===== src/logic/iosc_pkg.sv =====
package iosc_pkg;

   // Clock and timing base
   localparam int CLK_PERIOD_NS = 20;
   localparam int NS_PER_US     = 1000;
   localparam int US_PER_MS     = 1000;
   localparam int TICK_NS       = 1000;
   localparam int TICK_CYC      = TICK_NS / CLK_PERIOD_NS;
   localparam int TICKS_PER_MS  = US_PER_MS * NS_PER_US / TICK_NS;
   localparam int DEAD_MAX_MS   = 250;
   localparam int ONESHOT_US    = 250;
   localparam int ONESHOT_TICKS = ONESHOT_US * NS_PER_US / TICK_NS;

   // Sizes
   localparam int N_DIN    = 8;
   localparam int N_VIN    = 4;
   localparam int N_CHAN   = N_DIN + N_VIN;
   localparam int N_DOUT   = 8;
   localparam int CODE_W   = 6;
   localparam int N_SIG    = 64;
   localparam int DEAD_W   = 8;
   localparam int DT_W     = 18;
   localparam int OS_W     = 9;
   localparam int TICK_W   = 8;
   localparam int ADDR_W   = 8;
   localparam int DATA_W   = 32;
   localparam int STRB_W   = DATA_W / 8;
   localparam int LANE_W   = 8;

   // Input function codes
   localparam logic [7:0] IN_NOT_USED                  = 8'h00;
   localparam logic [7:0] IN_CURRENT_OFF              = 8'h01;
   localparam logic [7:0] IN_CURRENT_OFF_BRAKE_RELEASE = 8'h02;
   localparam logic [7:0] IN_STOP                      = 8'h10;
   localparam logic [7:0] IN_PAUSE                     = 8'h11;
   localparam logic [7:0] IN_ALARM_RESET_REQ           = 8'h18;
   localparam logic [7:0] IN_DRIVE_EXCITATION_RESTORE  = 8'h1A;
   localparam logic [7:0] IN_OPERATOR_INTERLOCK        = 8'h1C;
   localparam logic [7:0] IN_PROGRAM_INPUT0            = 8'h30;
   localparam logic [7:0] IN_PROGRAM_INPUT1            = 8'h31;

   // Output signal codes; code 0 never asserts
   localparam logic [7:0] OUT_ALWAYS_LOW_SOURCE        = 8'h00;
   localparam logic [7:0] OUT_READY                    = 8'h01;
   localparam logic [7:0] OUT_MOVE                     = 8'h02;
   localparam logic [7:0] OUT_DRIVE_EXCITATION_MONITOR = 8'h03;
   localparam logic [7:0] OUT_ALARM_OUT_ACTIVE_LOW     = 8'h04;
   localparam logic [7:0] OUT_PAUSE_BUSY_FLAG          = 8'h05;
   localparam logic [7:0] OUT_PROGRAM_RUNNING          = 8'h06;
   localparam logic [7:0] OUT_PROGRAM_OUTPUT0          = 8'h07;
   localparam logic [7:0] OUT_PROGRAM_OUTPUT1          = 8'h08;

   // Register byte offsets
   localparam logic [ADDR_W-1:0] OFS_DIN_FUNC0  = 8'h00;
   localparam logic [ADDR_W-1:0] OFS_DIN_FUNC1  = 8'h04;
   localparam logic [ADDR_W-1:0] OFS_DIN_COMP0  = 8'h08;
   localparam logic [ADDR_W-1:0] OFS_DIN_COMP1  = 8'h0C;
   localparam logic [ADDR_W-1:0] OFS_DIN_CFG    = 8'h10;
   localparam logic [ADDR_W-1:0] OFS_VIN_FUNC   = 8'h14;
   localparam logic [ADDR_W-1:0] OFS_VIN_SRC    = 8'h18;
   localparam logic [ADDR_W-1:0] OFS_VIN_CFG    = 8'h1C;
   localparam logic [ADDR_W-1:0] OFS_DOUT_FUNC0 = 8'h20;
   localparam logic [ADDR_W-1:0] OFS_DOUT_FUNC1 = 8'h24;
   localparam logic [ADDR_W-1:0] OFS_STATUS     = 8'h28;
   localparam logic [ADDR_W-1:0] OFS_INFUNC_LO  = 8'h2C;
   localparam logic [ADDR_W-1:0] OFS_INFUNC_HI  = 8'h30;
   localparam int                N_CFG          = 10;

   // Config word fields
   localparam int CFG_DEAD_LSB    = 0;
   localparam int CFG_INV_BIT     = 8;
   localparam int CFG_ONESHOT_BIT = 9;
   localparam logic [DATA_W-1:0] FUNC_MASK = 32'h3F3F3F3F;
   localparam logic [DATA_W-1:0] CFG_MASK  = 32'h000003FF;

   // Status word fields
   localparam int ST_DIN_LSB  = 0;
   localparam int ST_VIN_LSB  = 8;
   localparam int ST_DOUT_LSB = 16;
   localparam int ST_RAW_LSB  = 24;

   // Reset values
   localparam logic [DATA_W-1:0] RST_DIN_FUNC0 = {IN_ALARM_RESET_REQ,
      IN_DRIVE_EXCITATION_RESTORE, IN_CURRENT_OFF_BRAKE_RELEASE, IN_STOP};
   localparam logic [DATA_W-1:0] RST_DIN_FUNC1 = {IN_PROGRAM_INPUT1,
      IN_PROGRAM_INPUT0, IN_NOT_USED, IN_PAUSE};
   localparam logic [DATA_W-1:0] RST_NONE      = 32'h00000000;
   localparam logic [DATA_W-1:0] RST_DOUT_FUNC0 = {OUT_ALARM_OUT_ACTIVE_LOW,
      OUT_DRIVE_EXCITATION_MONITOR, OUT_MOVE, OUT_READY};
   localparam logic [DATA_W-1:0] RST_DOUT_FUNC1 = {OUT_PROGRAM_OUTPUT1,
      OUT_PROGRAM_OUTPUT0, OUT_PROGRAM_RUNNING, OUT_PAUSE_BUSY_FLAG};

   localparam logic [1:0] RESP_OKAY   = 2'b00;
   localparam logic [1:0] RESP_DECERR = 2'b11;

   typedef struct packed {
      logic              awvalid;
      logic [ADDR_W-1:0] awaddr;
      logic              wvalid;
      logic [DATA_W-1:0] wdata;
      logic [STRB_W-1:0] wstrb;
      logic              bready;
      logic              arvalid;
      logic [ADDR_W-1:0] araddr;
      logic              rready;
   } iosc_axil_req_t;

   typedef struct packed {
      logic              awready;
      logic              wready;
      logic              bvalid;
      logic [1:0]        bresp;
      logic              arready;
      logic              rvalid;
      logic [DATA_W-1:0] rdata;
      logic [1:0]        rresp;
   } iosc_axil_rsp_t;

endpackage


===== src/logic/iosc_top.sv =====
`timescale 1ns/1ps
// Behaviour
// - Eight direct inputs, each with selectable function
// - Direct input inversion swaps ON/OFF sense
// - Direct input ON dead-time 0 to 250 ms
// - Direct one-shot drops input after 250 us
// - Each direct input also drives composite function
// - Four virtual inputs, each with selectable function
// - Virtual input triggered by selected output signal
// - Virtual input inversion swaps ON/OFF sense
// - Virtual input ON dead-time 0 to 250 ms
// - Virtual input one-shot enable, default off
// - Eight direct outputs, each with selectable function
// - ON only after level outlasts dead-time
// - Virtual input follows its source signal
// - Virtual one-shot drops after 250 us
module iosc_top import iosc_pkg::*; (
   // Clock and reset
   input  wire logic              aclk,
   input  wire logic              aresetn,
   // Register bus
   input  wire iosc_axil_req_t    axil_req,
   output iosc_axil_rsp_t         axil_rsp,
   // Input terminals
   input  wire logic [N_DIN-1:0]  din_raw,
   // Internal output signal list
   input  wire logic [N_SIG-1:0]  out_sig,
   // Conditioned input function list
   output logic [N_SIG-1:0]       in_func,
   // Output terminals
   output logic [N_DOUT-1:0]      dout
);

   localparam int IDX_W = ADDR_W - 2;

   typedef struct packed {
      logic [N_CFG-1:0][DATA_W-1:0] cfg;
      logic                         aw_held;
      logic [ADDR_W-1:0]            awaddr;
      logic                         w_held;
      logic [DATA_W-1:0]            wdata;
      logic [STRB_W-1:0]            wstrb;
      iosc_axil_rsp_t               rsp;
      logic [N_DOUT-1:0]            dout;
      logic [N_SIG-1:0]             in_func;
   } iosc_top_state_t;

   localparam logic [N_CFG-1:0][DATA_W-1:0] CFG_RST = {
      RST_DOUT_FUNC1, RST_DOUT_FUNC0, RST_NONE, RST_NONE, RST_NONE,
      RST_NONE, RST_NONE, RST_NONE, RST_DIN_FUNC1, RST_DIN_FUNC0};

   localparam logic [IDX_W-1:0] I_DIN_FUNC0  = OFS_DIN_FUNC0[ADDR_W-1:2];
   localparam logic [IDX_W-1:0] I_DIN_COMP0  = OFS_DIN_COMP0[ADDR_W-1:2];
   localparam logic [IDX_W-1:0] I_DIN_CFG    = OFS_DIN_CFG[ADDR_W-1:2];
   localparam logic [IDX_W-1:0] I_VIN_FUNC   = OFS_VIN_FUNC[ADDR_W-1:2];
   localparam logic [IDX_W-1:0] I_VIN_SRC    = OFS_VIN_SRC[ADDR_W-1:2];
   localparam logic [IDX_W-1:0] I_VIN_CFG    = OFS_VIN_CFG[ADDR_W-1:2];
   localparam logic [IDX_W-1:0] I_DOUT_FUNC0 = OFS_DOUT_FUNC0[ADDR_W-1:2];
   localparam logic [IDX_W-1:0] I_STATUS     = OFS_STATUS[ADDR_W-1:2];
   localparam logic [IDX_W-1:0] I_INFUNC_LO  = OFS_INFUNC_LO[ADDR_W-1:2];
   localparam logic [IDX_W-1:0] I_INFUNC_HI  = OFS_INFUNC_HI[ADDR_W-1:2];

   iosc_top_state_t   st_reg;
   iosc_top_state_t   st_next;
   logic              tick;
   logic [N_CHAN-1:0] chan_raw;
   logic [N_CHAN-1:0] chan_on;

   // Code held in lane n of a packed group of four-lane words
   function automatic logic [CODE_W-1:0] code_at(
      input logic [N_CFG-1:0][DATA_W-1:0] cfg,
      input logic [IDX_W-1:0]             base,
      input int                           n);
      logic [IDX_W-1:0] idx;
      idx     = base + IDX_W'(n / STRB_W);
      code_at = cfg[idx][(n % STRB_W) * LANE_W +: CODE_W];
   endfunction

   // Dead time clamped to the documented range
   function automatic logic [DEAD_W-1:0] clamp_dead(input logic [DEAD_W-1:0] v);
      clamp_dead = (v > DEAD_W'(DEAD_MAX_MS)) ? DEAD_W'(DEAD_MAX_MS) : v;
   endfunction

   // Signal from the output list; code 0 reads as constant low
   function automatic logic sig_at(input logic [N_SIG-1:0] s, input logic [CODE_W-1:0] c);
      sig_at = (c == CODE_W'(OUT_ALWAYS_LOW_SOURCE)) ? 1'b0 : s[c];
   endfunction

   iosc_tick #(
      .CYC     (TICK_CYC)
   ) u_tick (
      .aclk    (aclk),
      .aresetn (aresetn),
      .tick    (tick)
   );

   // One conditioner per direct and virtual input
   for (genvar g = 0; g < N_CHAN; g++) begin : g_chan
      localparam logic [IDX_W-1:0] CFG_IDX = (g < N_DIN) ? I_DIN_CFG : I_VIN_CFG;
      if (g < N_DIN) begin : g_direct
         assign chan_raw[g] = din_raw[g];
      end else begin : g_virtual
         assign chan_raw[g] = sig_at(out_sig,
            code_at(st_reg.cfg, I_VIN_SRC, g - N_DIN));
      end
      iosc_chan u_chan (
         .aclk       (aclk),
         .aresetn    (aresetn),
         .tick       (tick),
         .invert     (st_reg.cfg[CFG_IDX][CFG_INV_BIT]),
         .dead_ms    (st_reg.cfg[CFG_IDX][CFG_DEAD_LSB +: DEAD_W]),
         .oneshot_en (st_reg.cfg[CFG_IDX][CFG_ONESHOT_BIT]),
         .raw        (chan_raw[g]),
         .on         (chan_on[g])
      );
   end

   always_comb begin
      logic [IDX_W-1:0]  widx;
      logic [IDX_W-1:0]  ridx;
      logic [DATA_W-1:0] word;
      logic [DATA_W-1:0] rword;
      logic              rhit;
      logic [N_SIG-1:0]  fvec;

      st_next = st_reg;
      widx    = st_reg.awaddr[ADDR_W-1:2];
      ridx    = axil_req.araddr[ADDR_W-1:2];
      word    = '0;
      rword   = '0;
      rhit    = 1'b1;
      fvec    = '0;

      // Write address and data are taken in either order
      if (axil_req.awvalid && st_reg.rsp.awready) begin
         st_next.aw_held = 1'b1;
         st_next.awaddr  = axil_req.awaddr;
      end
      if (axil_req.wvalid && st_reg.rsp.wready) begin
         st_next.w_held = 1'b1;
         st_next.wdata  = axil_req.wdata;
         st_next.wstrb  = axil_req.wstrb;
      end
      if (st_reg.rsp.bvalid && axil_req.bready) begin
         st_next.rsp.bvalid = 1'b0;
      end

      if (st_reg.aw_held && st_reg.w_held && !st_reg.rsp.bvalid) begin
         st_next.aw_held    = 1'b0;
         st_next.w_held     = 1'b0;
         st_next.rsp.bvalid = 1'b1;
         st_next.rsp.bresp  = RESP_DECERR;
         if (widx < IDX_W'(N_CFG)) begin
            word = st_reg.cfg[widx];
            for (int b = 0; b < STRB_W; b++) begin
               if (st_reg.wstrb[b]) begin
                  word[b*LANE_W +: LANE_W] = st_reg.wdata[b*LANE_W +: LANE_W];
               end
            end
            if (widx == I_DIN_CFG || widx == I_VIN_CFG) begin
               word = word & CFG_MASK;
               word[CFG_DEAD_LSB +: DEAD_W] =
                  clamp_dead(word[CFG_DEAD_LSB +: DEAD_W]);
            end else begin
               word = word & FUNC_MASK;
            end
            st_next.cfg[widx] = word;
            st_next.rsp.bresp = RESP_OKAY;
         end
      end
      st_next.rsp.awready = !st_next.aw_held && !st_next.rsp.bvalid;
      st_next.rsp.wready  = !st_next.w_held && !st_next.rsp.bvalid;

      // Read path: one read at a time, answered the cycle after arrival
      if (st_reg.rsp.rvalid && axil_req.rready) begin
         st_next.rsp.rvalid = 1'b0;
      end
      if (axil_req.arvalid && st_reg.rsp.arready) begin
         if (ridx < IDX_W'(N_CFG)) begin
            rword = st_reg.cfg[ridx];
         end else if (ridx == I_STATUS) begin
            rword[ST_DIN_LSB +: N_DIN]   = chan_on[N_DIN-1:0];
            rword[ST_VIN_LSB +: N_VIN]   = chan_on[N_CHAN-1:N_DIN];
            rword[ST_DOUT_LSB +: N_DOUT] = st_reg.dout;
            rword[ST_RAW_LSB +: N_DIN]   = din_raw;
         end else if (ridx == I_INFUNC_LO) begin
            rword = st_reg.in_func[DATA_W-1:0];
         end else if (ridx == I_INFUNC_HI) begin
            rword = st_reg.in_func[N_SIG-1:DATA_W];
         end else begin
            rhit = 1'b0;
         end
         st_next.rsp.rvalid = 1'b1;
         st_next.rsp.rdata  = rword;
         st_next.rsp.rresp  = rhit ? RESP_OKAY : RESP_DECERR;
      end
      st_next.rsp.arready = !st_next.rsp.rvalid;

      // Conditioned inputs drive their main functions; direct inputs also drive their composite functions
      for (int i = 0; i < N_DIN; i++) begin
         if (chan_on[i]) begin
            fvec[code_at(st_reg.cfg, I_DIN_FUNC0, i)] = 1'b1;
            fvec[code_at(st_reg.cfg, I_DIN_COMP0, i)] = 1'b1;
         end
      end
      for (int j = 0; j < N_VIN; j++) begin
         if (chan_on[N_DIN + j]) begin
            fvec[code_at(st_reg.cfg, I_VIN_FUNC, j)] = 1'b1;
         end
      end
      // Code 0 means not used and must never reach the controller
      fvec[IN_NOT_USED[CODE_W-1:0]] = 1'b0;
      st_next.in_func = fvec;

      for (int k = 0; k < N_DOUT; k++) begin
         st_next.dout[k] = sig_at(out_sig, code_at(st_reg.cfg, I_DOUT_FUNC0, k));
      end
   end

   always_ff @(posedge aclk) begin
      if (!aresetn) begin
         st_reg             <= '0;
         st_reg.cfg         <= CFG_RST;
         st_reg.rsp.awready <= 1'b1;
         st_reg.rsp.wready  <= 1'b1;
         st_reg.rsp.arready <= 1'b1;
      end else begin
         st_reg <= st_next;
      end
   end

   assign axil_rsp = st_reg.rsp;
   assign in_func  = st_reg.in_func;
   assign dout     = st_reg.dout;

endmodule


===== src/logic/iosc_tick.sv =====
`timescale 1ns/1ps
module iosc_tick import iosc_pkg::*; #(
   parameter int CYC = TICK_CYC
) (
   // Clock and reset
   input  wire logic aclk,
   input  wire logic aresetn,
   // Tick out
   output logic      tick
);

   typedef struct packed {
      logic [TICK_W-1:0] cnt;
      logic              tick;
   } iosc_tick_state_t;

   iosc_tick_state_t st_reg;
   iosc_tick_state_t st_next;

   always_comb begin
      st_next      = st_reg;
      st_next.tick = 1'b0;
      if (st_reg.cnt == TICK_W'(CYC - 1)) begin
         st_next.cnt  = '0;
         st_next.tick = 1'b1;
      end else begin
         st_next.cnt = st_reg.cnt + 1'b1;
      end
   end

   always_ff @(posedge aclk) begin
      if (!aresetn) begin
         st_reg <= '0;
      end else begin
         st_reg <= st_next;
      end
   end

   assign tick = st_reg.tick;

endmodule


===== src/logic/iosc_chan.sv =====
`timescale 1ns/1ps
module iosc_chan import iosc_pkg::*; (
   // Clock and reset
   input  wire logic              aclk,
   input  wire logic              aresetn,
   // Time base
   input  wire logic              tick,
   // Settings
   input  wire logic              invert,
   input  wire logic [DEAD_W-1:0] dead_ms,
   input  wire logic              oneshot_en,
   // Signal
   input  wire logic              raw,
   output logic                   on
);

   typedef struct packed {
      logic [DT_W-1:0] dt_cnt;
      logic [OS_W-1:0] os_cnt;
      logic            on;
      logic            fired;
   } iosc_chan_state_t;

   iosc_chan_state_t st_reg;
   iosc_chan_state_t st_next;
   logic             lvl;
   logic [DT_W-1:0]  dead_ticks;

   assign lvl        = raw ^ invert;
   assign dead_ticks = DT_W'(dead_ms) * DT_W'(TICKS_PER_MS);

   always_comb begin
      st_next = st_reg;
      if (!lvl) begin
         // Any release restarts both timers
         st_next = '0;
      end else if (!st_reg.on && !st_reg.fired) begin
         // ON only after the level outlasts the dead time
         if (st_reg.dt_cnt >= dead_ticks) begin
            st_next.on     = 1'b1;
            st_next.os_cnt = '0;
         end else if (tick) begin
            st_next.dt_cnt = st_reg.dt_cnt + 1'b1;
         end
      end else if (st_reg.on && oneshot_en) begin
         // Pulse ends after the fixed width, held off until release
         if (st_reg.os_cnt >= OS_W'(ONESHOT_TICKS)) begin
            st_next.on    = 1'b0;
            st_next.fired = 1'b1;
         end else if (tick) begin
            st_next.os_cnt = st_reg.os_cnt + 1'b1;
         end
      end
   end

   always_ff @(posedge aclk) begin
      if (!aresetn) begin
         st_reg <= '0;
      end else begin
         st_reg <= st_next;
      end
   end

   assign on = st_reg.on;

endmodule


===== config.mk =====
export PLATFORM = sky130hd
export DESIGN_NAME = iosc_top
export DESIGN_NICKNAME = d
export VERILOG_FILES = /design/src/logic/iosc_pkg.sv /design/src/logic/iosc_top.sv /design/src/logic/iosc_tick.sv /design/src/logic/iosc_chan.sv
export SDC_FILE = /design/constraint.sdc
export NUM_CORES = 2
export LEC_CHECK = 0
export BUFFER_PORTS_ARGS = -buffer_cell sky130_fd_sc_hd__buf_2
export CAP_MARGIN = 0
export CELL_PAD_IN_SITES_DETAIL_PLACEMENT = 1
export CELL_PAD_IN_SITES_GLOBAL_PLACEMENT = 2
export CORE_UTILIZATION = 44
export CTS_BUF_LIST = sky130_fd_sc_hd__clkbuf_2
export DETAILED_ROUTE_END_ITERATION = 10
export PLACE_DENSITY = 0.95
export SETUP_SLACK_MARGIN = 0.5
export SLEW_MARGIN = 15
export SYNTH_ARGS = -nofsm -noshare
export SYNTH_HDL_FRONTEND = slang
export SYNTH_HIERARCHICAL = 1
export SYNTH_SLANG_ARGS = --single-unit

===== constraint.sdc =====
create_clock -name aclk -period 14.06 [get_ports aclk]
set_clock_uncertainty 0.15 [all_clocks]
set_input_delay 2.812 -clock aclk [delete_from_list [all_inputs] [get_ports aclk]]
set_output_delay 2.812 -clock aclk [all_outputs]
set_load 0.005 [all_outputs]

Yosys cells after proc, flatten, opt, wreduce, memory -nomap -nowiden
Cells that the tools add are included.

Flip-flop bits (word level): 836. Input bits: 131. Output and inout bits: 113. Word-level logic and storage cells: 671.

$add $sub $neg: 25. Multiply operators: 2. Order comparisons: 82. Equality and inequality tests: 30. Mux-type cells: 191. Bitwise logic cells: 56. Reduce and logical (&&, ||, !) cells: 202.

Operators with widths (number): 64-bit OR (19); 64-bit 2-to-1 mux (12); 320-bit bitwise mux (1); 32-bit binary-select mux with 4-bit select (2); 10-bit 2-to-1 mux (24); 9-bit 2-to-1 mux (25); 6-bit by 7-bit less-than comparator with 1-bit output, second input constant (32); 32-bit 2-to-1 mux (7); 18-bit by 1-bit adder with 18-bit output, second input constant (12); 18-bit greater-or-equal comparator (12); 11-bit 2-to-1 mux (12); 32-bit demux with 4-bit select (1); 6-bit by 1-bit greater-or-equal comparator with 1-bit output, second input constant (21); 1-bit demux with 6-bit select (20); 9-bit by 1-bit adder with 9-bit output, second input constant (12); 9-bit by 8-bit greater-or-equal comparator with 1-bit output, second input constant (12); 3-bit AND reduction (36); 1-bit binary-select mux with 6-bit select (12); 6-bit logical NOT (12); 2-bit nonzero test (36); 30-bit 2-to-1 mux (2); 1-bit logical AND (54); 4-bit AND reduction (12); 1-bit 2-to-1 mux (46); 25 further kinds (154).

Depth between registers and ports, before layout
Depth in word-level cells: 35. Gate-level depth with buffers: 22. Gate-level depth less buffers: 21.

By module
The synthesis kept the hierarchy.

Modules (own cells, without submodules): iosc_top (times used 1, cells an instance 4130, area an instance 34922.2 sq um, sequential area each 8167.8 sq um); iosc_chan at g_chan[1].u_chan ... (times used 9, cells an instance 353, area an instance 3141.8 sq um, sequential area each 580.6 sq um); iosc_chan at g_chan[0].u_chan ... (times used 3, cells an instance 368, area an instance 3168.0 sq um, sequential area each 580.6 sq um); iosc_tick (times used 1, cells an instance 41, area an instance 402.9 sq um, sequential area each 180.2 sq um).

Worst setup path after synthesis
No wires, ideal clock.

Path type: register to register. From: register, netlist name st_reg[288]. To: register g_chan[1].u_chan/st_reg[27] in the netlist's numbering. Library setup time: 0.059 ns. Arrival time: 6.827 ns. Required time: 13.851 ns. Slack: 7.024 ns. Stages on the path, launching flop included: 22. Period minus slack after synthesis: 7.036 ns. Cell sequence: dfxtp_1 fa_1 xor2_1 ha_1 fa_1 inv_1 fa_1 inv_1 ha_1 nand3_1 o211ai_1 o41ai_1 o31ai_1 a21oi_1 xnor2_1 ha_1 a21oi_1 o21ai_2 a2111oi_4 nand2_4 or4_1 nand2_1.

RTL lines: end signal, assigned (line iosc_chan.sv:60) `st_reg <= st_next;`; end, declared (line iosc_chan.sv:24) `iosc_chan_state_t st_reg;`.

==> metrics <==
DRT Pass-1 Iters=11; crit share post-route=0.550; Synth Warn #=6; Seq/Total Area, Yosys=0.209; failing checks=DRC; Distinct cells, synth=about 100; Post-Syn Area=around 0.073 sq mm; Setup-failing EPs final=0; critical path required time=15.60 ns; vias per cell=6.78; DIE AREA=0.168 sq mm; CTS tree=yes; Final Non-Filler Cells=10700; GRT Max-Usage Layer=met2; # rows=around 150; GR Overflow Total=0; EDFF count, synth=0; syn_area_per_cell=just under 9 sq um; minimum clock period=between 7 and 8 ns; CTS clk-pin slew, worst paths=0.09 ns; Tot Pwr=between 4 and 5 mW; post-CTS setup buffer count=0; R2R Setup Slk=roughly 6.3 ns; multi-input logic area=0.0521 sq mm; Max stage delay on crit path=0.95 ns; most common cell after layout, fill and taps aside=dfxtp_1; Longest Clk Path Bufs=3; CP Cell Sequence=buf_4 -> fa_1 -> xor2_1 -> ha_1 -> fa_1 -> inv_1 -> fa_1 -> inv_1 -> ha_1 -> nand3_1 -> o211ai_1 -> o41ai_1 -> o31ai_1 -> a21oi_1 -> xnor2_1 -> ha_1 -> nand4_2 -> nor2_1 -> a221oi_2 -> nand3_1 -> or3_1 -> a21oi_1; H-tree Lvls=4; root buffer selected by CTS=clkbuf_2; largest net degree at the start of global routing=75; Async SR Flop Fraction=0; drt total wl=about 330000 um; Hold Path Class=flip-flop to flip-flop; R2R Path End=g_chan[6].u_chan/st_reg[14]$_SDFFE_PN0P_; Starting DRT DRC Count=roughly 8300; Critical Path Slowest Stage Cell=a221oi_2; Mapped Nets=about 9500; CTS hold repair buffers=0; vias in the first global route=72900; Max FO, Critical Path=33; first-pass GRT wire length=approximately 480000 um; VDD IR max=0.0000862 V; Power Density=between 50 and 60 mW/mm^2; WL per Instance=30.8 um; Mapped Cells=between 8000 and 9000; HPWL Detailed=252000 um; Setup TNS=0 ns; met2 usage in global routing=0.587; area leader, netlist=dfxtp_1; Worst Path Buf+Inv=3; met1 track demand over resource=0.476; Rel. slew slack=0.103; Die X-Extent=~400 um; commonest cells after routing, fill and taps aside=740 x dfxtp_1, 686 x ha_1, 647 x o22ai_1; final antenna-violating net count=0; maxcap violations=0; #FFs+latches synth=roughly 770; RR Startpoint=st_reg[287]$_SDFFE_PN0P_; Starting Density=0.443; CTS Buf Count=about 210; crit path kind=flip-flop to flip-flop; Slew Limit Fails=0; CP startpoint kind=flip-flop; DRC=48; Worst Hold Endpoint=st_reg[127]$_SDFFE_PN0P_; Worst path top cell family by delay=adder cells; GR Util met3=0.101; top post-synthesis cells by area=dfxtp_1 21%, ha_1 12%, mux4_2 9.3%; Ports=244; initial antenna violation count=29; Post-CTS Resized=0; outcome=finished, violations left; max FFs per register=roughly 340; endpoints failing hold=0; Vias=slightly above 70000; share of post-route cells with drive strength above 1=0.150; top_reg_cell synth=dfxtp_1; Core ar.=around 0.16 sq mm; register area=~0.015 sq mm; R2R cell count=22; hold depth=2; # nets final=~9400; placed cells=10300; fillcell total=between 15000 and 20000; DIE HEIGHT=around 410 um; critical path arrival=between 9 and 10 ns; P_leak=around 30 nW; worst slew pin tran=~1.3 ns; Clk Latency, worst-skew pair=approximately 1.8 ns; GRT Resource Usage Total=0.380; I/O Buffers=between 200 and 250; routability cong.=approximately 1.1; CTS sink cnt=around 770; unrepaired setup endpoints after global routing=no; Area Growth Syn to Fin=4.79%; fmax=0.129 GHz; area share of the largest cell type after synthesis=0.209; Hold Crit Start=st_reg[127]$_SDFFE_PN0P_; CP Capture Type=flip-flop
cell type report:
type                    instances  share of cell area
diodes                         20            0.000653
clock buffers                 289              0.0189
clock inverters                76             0.00660
inverters                     623              0.0306
multi-input cells            6332               0.680
flip-flops and latches        765               0.201
well taps                    2189              0.0358
repair buffers                356              0.0275
through the flow:
stage	util	hold WS, ns	setup slack [ns]	area [sq um]
floorplan	-	0.281	7.02	73100
global placement	0.452	0.292	6.59	74600
detailed placement	0.452	0.292	6.44	74600
CTS	0.464	0.308	6.40	76500
global route	0.464	0.327	5.98	76600
finish	0.464	0.308	6.32	76600
cell families after synthesis:
group | after synthesis | synth area share
and+or+nand+nor | 2368 | 0.164
buffers and inverters | 1355 | 0.0787
xor gates and xnor gates | 246 | 0.0295
adders and majority gates | 938 | 0.186
DFF | 765 | 0.209
muxes | 479 | 0.117
other | 1 | 0.0000513
AOI/OAI and AO/OA | 2300 | 0.215
metal layers:
layer	routed length, um	vias up
met3	33000	978
met4	22100	8
met2	144000	3966
li1	-	31200
met5	45	-
met1	129000	36100
how the worst max path moves through the flow:
stage / startpoint / to / slack [ns] / cells after the start
2_1_floorplan: st_reg[288]$_SDFFE_PN0P_ / g_chan[1].u_chan/st_reg[27]$_SDFFE_PN0P_ / 7.02 / 21
5_1_grt: st_reg[287]$_SDFFE_PN0P_ / g_chan[6].u_chan/st_reg[28]$_SDFFE_PN0P_ / 5.98 / 22
3_5_place_dp: st_reg[287]$_SDFFE_PN0P_ / g_chan[6].u_chan/st_reg[14]$_SDFFE_PN0P_ / 6.44 / 22
6_report: st_reg[287]$_SDFFE_PN0P_ / g_chan[6].u_chan/st_reg[14]$_SDFFE_PN0P_ / 6.32 / 22
3_3_place_gp: st_reg[287]$_SDFFE_PN0P_ / g_chan[6].u_chan/st_reg[14]$_SDFFE_PN0P_ / 6.59 / 22
4_1_cts: st_reg[289]$_SDFFE_PN0P_ / g_chan[3].u_chan/st_reg[14]$_SDFFE_PN0P_ / 6.40 / 22
where the power goes:
group | internal (mW) | switching, mW
registers | 2.19 | 0.0442
logic | 0.166 | 0.386
clock network | 0.680 | 1.08
total | 3.03 | 1.51
Yosys cell counts, drive strengths merged (65+ instances only):
library cell and number:
clkbuf 510, xnor2 70, inv 623, nand3 470, nand2b 69, o21ai 426
mux4 302, nor2b 107, nand4 134, xor2 176, buf 222, nand2 635
a41oi 75, nor2 477, a31oi 68, o22ai 647, ha 686, a211oi 69
a21oi 446, mux2i 164, fa 252, or3 95, a221oi 65, dfxtp 765
nor3 83
worst min-delay path, delay by kind of cell (launching register included):
family | cells | cell delay (ns)
AO/OA/AOI/OAI | 1 | 0.05
flip-flops | 1 | 0.32
AND/OR/NAND/NOR | 1 | 0.05
Note: power is estimated with default switching activity, not from simulation.
